===== config.mk =====
export PLATFORM = sky130hd
export DESIGN_NAME = auto_reload_timer_counter
export DESIGN_NICKNAME = d
export VERILOG_FILES = /design/src/auto_reload_timer_counter.v
export VERILOG_INCLUDE_DIRS = /design/src /design/src/src
export SDC_FILE = /design/constraint.sdc
export NUM_CORES = 1
export LEC_CHECK = 0
export BUFFER_PORTS_ARGS = -buffer_cell sky130_fd_sc_hd__buf_2
export CAP_MARGIN = 5
export CORE_ASPECT_RATIO = 0.75
export CORE_MARGIN = 2
export CORE_UTILIZATION = 45
export CTS_CLUSTER_DIAMETER = 60
export DETAILED_ROUTE_END_ITERATION = 10
export PLACE_DENSITY_LB_ADDON = 0.25
export SLEW_MARGIN = 0
export SYNTH_ARGS = -nofsm -noshare
export SYNTH_HDL_FRONTEND = slang
export SYNTH_SLANG_ARGS = --single-unit

===== constraint.sdc =====
create_clock -name ref_clk_i -period 2.1 [get_ports ref_clk_i]
set_input_delay 0.525 -clock ref_clk_i [delete_from_list [all_inputs] [get_ports ref_clk_i]]
set_output_delay 0.525 -clock ref_clk_i [all_outputs]
set_load 0.01 [all_outputs]

===== src/timer_regs.vh =====
`ifndef TIMER_REGS_VH
`define TIMER_REGS_VH

// ----------------------------------------
// Register indices and byte addresses
// ----------------------------------------
// Registers sit one to a word, so each byte address is four times the index.
`define IDX_TIMER_CONTROL 10'h088
`define IDX_COUNT_LOW 10'h08A
`define IDX_RELOAD_LOW 10'h08B
`define IDX_COUNT_HIGH 10'h08C
`define IDX_RELOAD_HIGH 10'h08D
`define IDX_INTERRUPT_ENABLE 10'h0A8
`define ADDR_TIMER_CONTROL 10'h220
`define ADDR_COUNT_LOW 10'h228
`define ADDR_RELOAD_LOW 10'h22C
`define ADDR_COUNT_HIGH 10'h230
`define ADDR_RELOAD_HIGH 10'h234
`define ADDR_INTERRUPT_ENABLE 10'h2A0

// ----------------------------------------
// Field positions
// ----------------------------------------
// Timer control register.
`define TC_GATE 7
`define TC_COUNT_SOURCE 6
`define TC_OVERFLOW_FLAG 5
`define TC_RUN_ENABLE 4
`define TC_REQ_A_EDGE_FLAG 3
`define TC_REQ_A_EDGE_MODE 2
// Interrupt enable register.
`define IE_GLOBAL 7
`define IE_OVERFLOW 1
`define IE_REQ_A 0

// ----------------------------------------
// Reset values and timing counts
// ----------------------------------------
`define RST_TIMER_CONTROL 8'h00
`define RST_COUNT 8'h00
`define RST_RELOAD 8'h00
`define RST_INTERRUPT_ENABLE 8'h00
// Oscillator clocks per machine cycle, and the last prescaler value.
`define OSC_PER_MACHINE_CYCLE 12
`define PRESCALE_LAST 4'hB

`endif


===== src/auto_reload_timer_counter.v =====
// What this block does
// - Timer mode advances once per twelve clocks.
// - Source select one counts pin, zero internal.
// - Count only while run enable is set.
// - High and low bytes form one counter.
// - Overflow reloads count; reload registers unchanged.
// - Overflow sets flag; enabled flag raises interrupt.
// - Flag clears on vector and reset.
// - Gate one: count only while pin high.
// - Gate zero: pin level is ignored.
// - Edge on request pin sets edge flag.
// - One fixed auto-reload mode, no mode register.
// - Count input and request pins are port alternates.
//
// Chosen here: the Avalon-MM slave port.
`include "timer_regs.vh"

module auto_reload_timer_counter (
  // Clock and reset.
  input wire ref_clk_i,
  input wire rst_n_i,
  // Avalon-MM register slave.
  input wire [9:0] avs_address_i,
  input wire avs_read_i,
  input wire avs_write_i,
  input wire [31:0] avs_writedata_i,
  input wire [3:0] avs_byteenable_i,
  output reg [31:0] avs_readdata_o,
  output wire avs_waitrequest_o,
  // Pins, taken from the port alternate functions.
  input wire count_input_pin_i,
  input wire external_request_a_pin_n_i,
  // Interrupt request and vector acknowledge.
  input wire overflow_vector_ack_i,
  input wire request_a_vector_ack_i,
  output wire overflow_irq_o,
  output wire request_a_irq_o
);

  // ----------------------------------------
  // Registers and wires
  // ----------------------------------------
  reg gate_r;
  reg count_source_r;
  reg overflow_flag_r;
  reg run_enable_r;
  reg request_a_edge_flag_r;
  reg request_a_edge_mode_r;
  reg global_irq_enable_r;
  reg overflow_irq_enable_r;
  reg request_a_irq_enable_r;
  reg [7:0] count_low_r;
  reg [7:0] count_high_r;
  reg [7:0] reload_low_r;
  reg [7:0] reload_high_r;
  reg [3:0] prescale_r;
  reg count_pin_sample_r;
  reg req_a_prev_r;
  reg ack_r;
  reg [7:0] rd_byte;
  wire request;
  wire wr_en;
  wire machine_tick;
  wire count_pin_fall;
  wire req_a_level;
  wire req_a_fall;
  wire gate_open;
  wire source_tick;
  wire increment;
  wire [15:0] count_now;
  wire overflow;
  wire wr_ctrl;
  wire wr_cnt_lo;
  wire wr_cnt_hi;
  wire [7:0] wdata;
  wire [15:0] count_inc;
  wire [1:0] pin_raw;
  wire [1:0] pin_sync;
  genvar g;

  // Reset images of the control and interrupt enable registers, bit by bit.
  localparam [7:0] ctl_rst = `RST_TIMER_CONTROL;
  localparam [7:0] ie_rst = `RST_INTERRUPT_ENABLE;

  // ----------------------------------------
  // Bus handshake
  // ----------------------------------------
  // Each access takes one wait state; the second cycle completes it.
  // The wait state lets read data come from a flop rather than the mux.
  assign request = avs_read_i | avs_write_i;
  assign avs_waitrequest_o = request & ~ack_r;
  assign wr_en = avs_write_i & ack_r & avs_byteenable_i[0];
  assign wdata = avs_writedata_i[7:0];

  // Acknowledge toggles high for the completing cycle of each access.
  always @(posedge ref_clk_i or negedge rst_n_i) begin
    if (!rst_n_i) begin
      ack_r <= 1'b0;
    end else begin
      ack_r <= request & ~ack_r;
    end
  end

  // Read mux; unmapped addresses read as zero.
  always @* begin
    rd_byte = 8'h00;
    case (avs_address_i)
      `ADDR_TIMER_CONTROL: begin
        rd_byte = {gate_r, count_source_r, overflow_flag_r, run_enable_r,
                   request_a_edge_flag_r, request_a_edge_mode_r, 2'h0};
      end
      `ADDR_COUNT_LOW: begin
        rd_byte = count_low_r;
      end
      `ADDR_RELOAD_LOW: begin
        rd_byte = reload_low_r;
      end
      `ADDR_COUNT_HIGH: begin
        rd_byte = count_high_r;
      end
      `ADDR_RELOAD_HIGH: begin
        rd_byte = reload_high_r;
      end
      `ADDR_INTERRUPT_ENABLE: begin
        rd_byte = {global_irq_enable_r, 5'h00, overflow_irq_enable_r,
                   request_a_irq_enable_r};
      end
      default: begin
        rd_byte = 8'h00;
      end
    endcase
  end

  // Read data is captured in the wait cycle and stands when it ends.
  always @(posedge ref_clk_i or negedge rst_n_i) begin
    if (!rst_n_i) begin
      avs_readdata_o <= 32'h0000_0000;
    end else if (avs_read_i && !ack_r) begin
      avs_readdata_o <= {24'h00_0000, rd_byte};
    end
  end

  // ----------------------------------------
  // Pin synchronisers and edge detection
  // ----------------------------------------
  // pin alternates
  // Both pins pass two flip-flops before any logic looks at them. The stages
  // reset high, the idle level of both pins, so no false edge follows reset.
  assign pin_raw = {external_request_a_pin_n_i, count_input_pin_i};

  // One two-stage synchroniser per pin; bit 0 is the count pin.
  generate
    for (g = 0; g < 2; g = g + 1) begin : g_pin_sync
      reg [1:0] stage_r;
      always @(posedge ref_clk_i or negedge rst_n_i) begin
        if (!rst_n_i) begin
          stage_r <= 2'h3;
        end else begin
          stage_r <= {stage_r[0], pin_raw[g]};
        end
      end
      assign pin_sync[g] = stage_r[1];
    end
  endgenerate

  // The previous synchronised request level feeds the edge detector.
  always @(posedge ref_clk_i or negedge rst_n_i) begin
    if (!rst_n_i) begin
      req_a_prev_r <= 1'b1;
    end else begin
      req_a_prev_r <= pin_sync[1];
    end
  end

  assign req_a_level = pin_sync[1];
  assign req_a_fall = req_a_prev_r & ~pin_sync[1];

  // ----------------------------------------
  // Machine cycle prescaler
  // ----------------------------------------
  // divide by twelve
  // The prescaler free-runs so that one tick marks every machine cycle.
  always @(posedge ref_clk_i or negedge rst_n_i) begin
    if (!rst_n_i) begin
      prescale_r <= 4'h0;
    end else if (prescale_r == `PRESCALE_LAST) begin
      prescale_r <= 4'h0;
    end else begin
      prescale_r <= prescale_r + 4'h1;
    end
  end

  assign machine_tick = (prescale_r == `PRESCALE_LAST);

  // sampled falling edge
  // The count pin is sampled once per machine cycle; a one-to-zero change
  // between two samples is one count.
  always @(posedge ref_clk_i or negedge rst_n_i) begin
    if (!rst_n_i) begin
      count_pin_sample_r <= 1'b1;
    end else if (machine_tick) begin
      count_pin_sample_r <= pin_sync[0];
    end
  end

  assign count_pin_fall = machine_tick & count_pin_sample_r & ~pin_sync[0];

  // ----------------------------------------
  // Count enable and overflow
  // ----------------------------------------
  // gated by pin
  // gate ignored
  // The gate looks at the synchronised level, so it acts two clocks after
  // the pin moves; a gate pulse shorter than that may be missed.
  assign gate_open = ~gate_r | req_a_level;
  assign source_tick = count_source_r ? count_pin_fall : machine_tick;
  assign increment = run_enable_r & gate_open & source_tick;
  assign count_now = {count_high_r, count_low_r};
  assign count_inc = count_now + 16'h0001;
  assign wr_ctrl = wr_en & (avs_address_i == `ADDR_TIMER_CONTROL);
  assign wr_cnt_lo = wr_en & (avs_address_i == `ADDR_COUNT_LOW);
  assign wr_cnt_hi = wr_en & (avs_address_i == `ADDR_COUNT_HIGH);
  // A count write in the same cycle cancels that cycle's increment.
  assign overflow = increment & (count_now == 16'hFFFF) & ~wr_cnt_lo & ~wr_cnt_hi;

  // ----------------------------------------
  // Count and reload registers
  // ----------------------------------------
  // single auto-reload mode
  // There is no mode register; the counter always runs 16-bit with reload.
  // A software count write outranks both reload and increment in its cycle.
  always @(posedge ref_clk_i or negedge rst_n_i) begin
    if (!rst_n_i) begin
      count_low_r <= `RST_COUNT;
      count_high_r <= `RST_COUNT;
    end else if (wr_cnt_lo || wr_cnt_hi) begin
      if (wr_cnt_lo) begin
        count_low_r <= wdata;
      end
      if (wr_cnt_hi) begin
        count_high_r <= wdata;
      end
    end else if (overflow) begin
      count_low_r <= reload_low_r;
      count_high_r <= reload_high_r;
    end else if (increment) begin
      count_low_r <= count_inc[7:0];
      count_high_r <= count_inc[15:8];
    end
  end

  // Reload registers change only through software writes.
  always @(posedge ref_clk_i or negedge rst_n_i) begin
    if (!rst_n_i) begin
      reload_low_r <= `RST_RELOAD;
      reload_high_r <= `RST_RELOAD;
    end else begin
      if (wr_en && avs_address_i == `ADDR_RELOAD_LOW) begin
        reload_low_r <= wdata;
      end
      if (wr_en && avs_address_i == `ADDR_RELOAD_HIGH) begin
        reload_high_r <= wdata;
      end
    end
  end

  // ----------------------------------------
  // Control and interrupt enable registers
  // ----------------------------------------
  // Plain control bits follow software writes.
  always @(posedge ref_clk_i or negedge rst_n_i) begin
    if (!rst_n_i) begin
      gate_r <= ctl_rst[`TC_GATE];
      count_source_r <= ctl_rst[`TC_COUNT_SOURCE];
      run_enable_r <= ctl_rst[`TC_RUN_ENABLE];
      request_a_edge_mode_r <= ctl_rst[`TC_REQ_A_EDGE_MODE];
    end else if (wr_ctrl) begin
      gate_r <= wdata[`TC_GATE];
      count_source_r <= wdata[`TC_COUNT_SOURCE];
      run_enable_r <= wdata[`TC_RUN_ENABLE];
      request_a_edge_mode_r <= wdata[`TC_REQ_A_EDGE_MODE];
    end
  end

  // cleared on vector
  // A hardware set wins over a software clear or a vector acknowledge.
  always @(posedge ref_clk_i or negedge rst_n_i) begin
    if (!rst_n_i) begin
      overflow_flag_r <= ctl_rst[`TC_OVERFLOW_FLAG];
    end else if (overflow) begin
      overflow_flag_r <= 1'b1;
    end else if (wr_ctrl) begin
      overflow_flag_r <= wdata[`TC_OVERFLOW_FLAG];
    end else if (overflow_vector_ack_i) begin
      overflow_flag_r <= 1'b0;
    end
  end

  // edge flag
  // In edge mode a falling pin edge sets the flag; in level mode the flag
  // follows the active low pin.
  always @(posedge ref_clk_i or negedge rst_n_i) begin
    if (!rst_n_i) begin
      request_a_edge_flag_r <= ctl_rst[`TC_REQ_A_EDGE_FLAG];
    end else if (!request_a_edge_mode_r) begin
      request_a_edge_flag_r <= ~req_a_level;
    end else if (req_a_fall) begin
      request_a_edge_flag_r <= 1'b1;
    end else if (wr_ctrl) begin
      request_a_edge_flag_r <= wdata[`TC_REQ_A_EDGE_FLAG];
    end else if (request_a_vector_ack_i) begin
      request_a_edge_flag_r <= 1'b0;
    end
  end

  // Interrupt enable bits.
  always @(posedge ref_clk_i or negedge rst_n_i) begin
    if (!rst_n_i) begin
      global_irq_enable_r <= ie_rst[`IE_GLOBAL];
      overflow_irq_enable_r <= ie_rst[`IE_OVERFLOW];
      request_a_irq_enable_r <= ie_rst[`IE_REQ_A];
    end else if (wr_en && avs_address_i == `ADDR_INTERRUPT_ENABLE) begin
      global_irq_enable_r <= wdata[`IE_GLOBAL];
      overflow_irq_enable_r <= wdata[`IE_OVERFLOW];
      request_a_irq_enable_r <= wdata[`IE_REQ_A];
    end
  end

  // ----------------------------------------
  // Interrupt requests
  // ----------------------------------------
  // interrupt request
  // Both requests are levels; they stay up until the flag or an enable drops.
  assign overflow_irq_o = global_irq_enable_r & overflow_irq_enable_r & overflow_flag_r;
  assign request_a_irq_o = global_irq_enable_r & request_a_irq_enable_r &
                           request_a_edge_flag_r;

endmodule // auto_reload_timer_counter


# Word level (Yosys, flattened, before mapping)
# Cells that the tools add are included.
dict set report op_classes {
  addsub 2
  eq_ne 11
  muxes 18
  bitwise 26
  reduce_logical 10
}
# operator count
set op_table {}
lappend op_table {{two-way mux 8 bit} 8}
lappend op_table {{equality test 10 bit (second input constant)} 6}
lappend op_table {{case mux 8 bit (6 select lines)} 1}
lappend op_table {{AND 1 bit} 18}
lappend op_table {{adder 16 x 1 -> 16 bit (second input constant)} 1}
lappend op_table {{equality test 16 bit (second input constant)} 1}
lappend op_table {{two-way mux 1 bit} 8}
lappend op_table {{NOT 1 bit} 6}
lappend op_table {{nonzero test 3 bit} 2}
lappend op_table {{adder 4 x 1 -> 4 bit (second input constant)} 1}
lappend op_table {{equality test 4 bit (second input constant)} 1}
lappend op_table {{logical AND 1 bit} 4}
lappend op_table {{two-way mux 4 bit} 1}
lappend op_table {{inequality test 2 bit (second input constant)} 2}
lappend op_table {{inequality test 4 x 2 -> 1 bit (second input constant)} 1}
lappend op_table {{AND reduction 2 bit} 2}
lappend op_table {{bitwise OR 1 bit} 2}
lappend op_table {{logical NOT 1 bit} 1}
lappend op_table {{logical OR 1 bit} 1}
dict set report totals {
  register_bits 60
  in_bits 54
  out_inout_bits 35
}

# Logic depth before layout (Yosys ltp)
dict set report logic_depth {
  depth_word 10
  ltp_mapped 9
}

# Least setup slack after synthesis
# Ideal clock, no wire load.
dict set report synth_timing {
  path_kind {input-to-reg}
  startpoint {in avs_address_i[8]}
  endpoint {reg count_low_r[1]}
  setup_time_ns 0.125
  arrival_time_ns 2.397
  required_time_ns 1.975
  setup_slack_ns -0.422
  stages 9
  path_cell_list {or4b_4 > or3_1 > buf_6 > or2_1 > buf_6 > buf_6 > nor2_2 > a31oi_1 > mux2_4}
}
dict set report synth_between {
  elab_chain_cells 7
  elab_cells_between_ends 14
  cone_classes {3 x eq/ne; 2 x mux; 6 x bitwise; 3 x reduce/logical}
}
# item line
set synth_rtl {}
lappend synth_rtl {{from (decl)} auto_reload_timer_counter.v:23} ;# input wire [9:0] avs_address_i,
lappend synth_rtl {{equality test 10 bit (no source line)} -}
lappend synth_rtl {{AND 1 bit} auto_reload_timer_counter.v:221} ;# assign wr_cnt_lo = wr_en & (avs_address_i == `ADDR_COUNT_LOW);
lappend synth_rtl {{NOT 1 bit} auto_reload_timer_counter.v:224} ;# assign overflow = increment & (count_now == 16'hFFFF) & ~wr_cnt_lo & ~wr_cnt_hi;
lappend synth_rtl {{AND 1 bit (2 in series)} auto_reload_timer_counter.v:224}
lappend synth_rtl {{nonzero test 3 bit (no source line) / two-way mux 8 bit (equally long branches)} -}
lappend synth_rtl {{AND reduction 2 bit (no source line) / two-way mux 8 bit (equally long branches)} -}
lappend synth_rtl {{to (signal assigned)} auto_reload_timer_counter.v:234} ;# count_low_r <= `RST_COUNT;
lappend synth_rtl {{to (signal assigned)} auto_reload_timer_counter.v:238} ;# count_low_r <= wdata;
lappend synth_rtl {{to (signal assigned)} auto_reload_timer_counter.v:244} ;# count_low_r <= reload_low_r;
lappend synth_rtl {{to (decl)} auto_reload_timer_counter.v:52} ;# reg [7:0] count_low_r;
# Parallel ways exist; a longest one is shown, timed or not.
# A chain may end at the register's enable or synchronous reset.

# Worst setup path after layout
dict set report layout_timing {
  startpoint {in avs_address_i[0]}
  endpoint {reg count_low_r[1]}
}
# The elaborated chain is that of the path after synthesis.

==> summary.md <==
| Metric | Value |
|---|---|
| Status | completed |
| CP top delay family | simple AND/OR/NAND/NOR gates |
| Setup Crit Path Kind | primary input to flop |
| Setup ws final | 0.0153 ns |
| Reg2Reg Depth | 9 |
| First-pass GRT wire length | 15000 um |
| Mapped Avg Cell Area | 9.98 um^2 |
| Max Buffers Root-to-Sink | 2 |
| Vias in the first global route | 2926 |
| Final HPWL DP | 6970 um |
| Drt first pass iters | 5 |
| Post-synthesis sequential area ratio | 43.4% |
| Core area | 0.00740 mm^2 |
| Share of layout cells above drive strength 1 | 40.0% |
| Final setup vio count | 0 |
| GRT overflow | 0 |
| Initial DRC Count | 229 |
| Post-Place Cells | 526 |
| Met2 Resource Use GR | 36.9% |
| RSZ-0062 raised after global routing | true |
| Final hold slack | 0.175 ns |
| Diode count | 0 |
| Die Span Y | 80.1 um |
| Yosys warnings | 0 |
| Leakage | 2.12 nW |
| Critical Path RT | 2.33 ns |
| Final net count | 493 |
| Worst-path clk slew | 0.08 ns |
| Critical path buffers and inverters | 3 |
| Max-cap violations | 0 |
| Routed wire per std cell | 17.5 um |
| Maximum VDD drop | 561 uV |
| Boundary Pins | 89 |
| Mapped cell area | 0.00347 mm^2 |
| CTS H-tree lvls | 3 |
| Crit path time final | 2.08 ns |
| R2r startpoint | count_pin_sample_r |
| Pre-CTS setup slack | -0.421 ns |
| CP Launch Type | primary input |
| Met3 usage in global routing | 4.63% |
| CTS Sinks | 60 |
| DRC | 0 |
| ANT nets after route | 0 |
| TritonCTS clock tree | yes |
| Fin cells | 543 |
| Root buf cell | clkbuf_8 |
| Area Growth Syn to Fin | 27.2% |
| Primary FF master, synth | dfrtp_1 |
| Slowest cell on crit path | or4b_4 |
| Critical path fanouts, max | 4 |
| Max-slew violations | 0 |
| Largest net degree at the start of global routing | 61 |
| Chip Width | 105 um |
| Cell area power density | 576 mW/mm^2 |
| Port Buffers | 37 |
| Crit end category | flop |
| Global route hottest layer | met2 |
| Clock Latency Late Sink | 0.34 ns |
| Seq cells post-synth | 60 |
| Total GRT Usage | 23.5% |
| Setup TNS | 0 ns |
| Via count | 3095 |
| Ys async rst share | 100% |
| Hold Crit Class | primary input to async pin |
| Vias per cell | 5.70 |
| Final wirelength | 9510 um |
| GRT met1 Usage | 33.0% |
| Post-synth cell types | 53 |
| Num CTS Buffers | 9 |
| Post-Syn Instances | 348 |
| Post-synth EDFFs | 0 |
| GP Congestion | 0.870 |
| Area of the die | 0.00844 mm^2 |
| WP depth | 8 |
| Clock Skew | 0.0118 ns |
| Final period util | 99.3% |
| Crit path top cell by count | buf_4 |
| CP cell instances | buf_2 -> or4b_4 -> or3_4 -> buf_4 -> nor2_2 -> o22ai_2 -> buf_4 -> mux2_4 |
| CP max stage delay | 0.52 ns |
| Rows | 27 |
| Fmax | 0.480 GHz |
| Crit path from | avs_address_i[0] |
| Initial Util | 46.9% |
| WP data arrival | 2.32 ns |
| Final hold viol count | 0 |
| Antenna violations before repair | 0 |
==> worst reg2reg max path, delay by kind of cell, from the launching register on <==
kind,cells,cell delay [ns]
AOI/OAI and AO/OA,2,0.53
DFF,1,0.53
and+or+nand+nor,3,0.34
muxes,1,0.16
buffers and inverters,3,0.43
==> placed cells by master (no fill, tap or decap), drive strengths merged, types with 5 or more instances in the layout <==
| cell | synthesis | layout |
|---|---|---|
| a21oi | 21 | 21 |
| a221o | 7 | 7 |
| a22o | 12 | 12 |
| and3 | 8 | 8 |
| buf | 34 | 96 |
| clkbuf | 7 | 10 |
| conb | 1 | 24 |
| dfrtp | 54 | 54 |
| dfstp | 6 | 6 |
| mux2 | 28 | 28 |
| mux2i | 13 | 13 |
| nand2 | 28 | 28 |
| nand3 | 14 | 14 |
| nand4 | 5 | 5 |
| nor2 | 38 | 38 |
| o21ai | 11 | 11 |
==> cells in the mapped netlist, drive strengths merged (7+ instances only) <==
cell | instances | area share [%]
a21oi | 21 | 3.1
mux2 | 28 | 9.2
dfrtp | 54 | 39
nand3 | 14 | 2.0
nor2 | 38 | 4.3
o21ai | 11 | 1.6
clkbuf | 7 | 0.76
a22o | 12 | 3.0
nand2 | 28 | 3.0
a221o | 7 | 2.0
and3 | 8 | 1.4
mux2i | 13 | 3.7
buf | 34 | 7.3
==> metrics by stage <==
stage,util (%),area (um^2),power [mW]
after detailed placement,55.3,4090,1.39
after global routing,59.7,4420,2.64
after CTS,58.8,4350,2.56
final,59.7,4420,2.54
after global placement,55.3,4090,1.38
after floorplan,-,3600,1.32
==> sequential cells by signal, summed over array words and instances, names as in the netlist <==
register	count
reload_high_r	8
gate_r	1
req_a_prev_r	1
overflow_flag_r	1
run_enable_r	1
ack_r	1
count_high_r	8
prescale_r	4
request_a_edge_mode_r	1
request_a_edge_flag_r	1
request_a_irq_enable_r	1
count_source_r	1
count_pin_sample_r	1
count_low_r	8
g_pin_sync.stage_r	4
reload_low_r	8
overflow_irq_enable_r	1
avs_readdata_o	8
global_irq_enable_r	1
==> kinds of logic (layout without fill, tap and decap cells) <==
logic type                 count (synthesis)  count (layout)  share of synthesized area [%]
buffers and inverters                     45             116                           8.50
AOI/OAI and AO/OA                         81              81                           17.3
muxes                                     41              41                           12.9
and+or+nand+nor                          116             116                           16.5
adders and majority gates                  2               2                          0.720
xor gates and xnor gates                   2               2                          0.504
DFF                                       60              60                           43.4
other                                      1              24                          0.108
==> repair_timing <==
item,4_1_cts,5_1_grt
hold buffers,0,0
setup endpoints to repair,16,17
pin swaps,0,10
gates cloned,0,0
gates resized for setup,7,16
buffers inserted,1,0
==> worst paths after layout <==
path / endpoint / slack [ns]
max in group asynchronous: g_pin_sync[0].stage_r[0] / 1.60
worst min register to register: g_pin_sync[0].stage_r[1] / 0.36
min in group ref_clk_i: g_pin_sync[0].stage_r[0] / 0.28
worst min-delay path: ack_r / 0.18
worst max-delay path: count_low_r[1] / 0.02
worst max register to register: count_low_r[1] / 0.06
==> layout make-up <==
class                      instances  area [um^2]
timing repair buffer              96          681
fill                             655         2980
clock buffer                      10          138
inverter                           4         15.0
sequential                        60         1510
multi-input combinational        266         1860
clock inverter                     6         87.6
tap                              101          126
==> metal layers <==
metal,part of all wire (%),up-vias
met4,0.97,0
met1,45,1516
li1,-,1419
met5,0,-
met2,46,150
met3,8.2,10
==> power by group <==
part | total [mW] | internal [mW] | switching [mW]
Sequential | 1.18 | 1.17 | 0.00883
Clock | 1.18 | 0.698 | 0.480
Combinational | 0.185 | 0.0685 | 0.117
(Power assumes the default switching activity.)
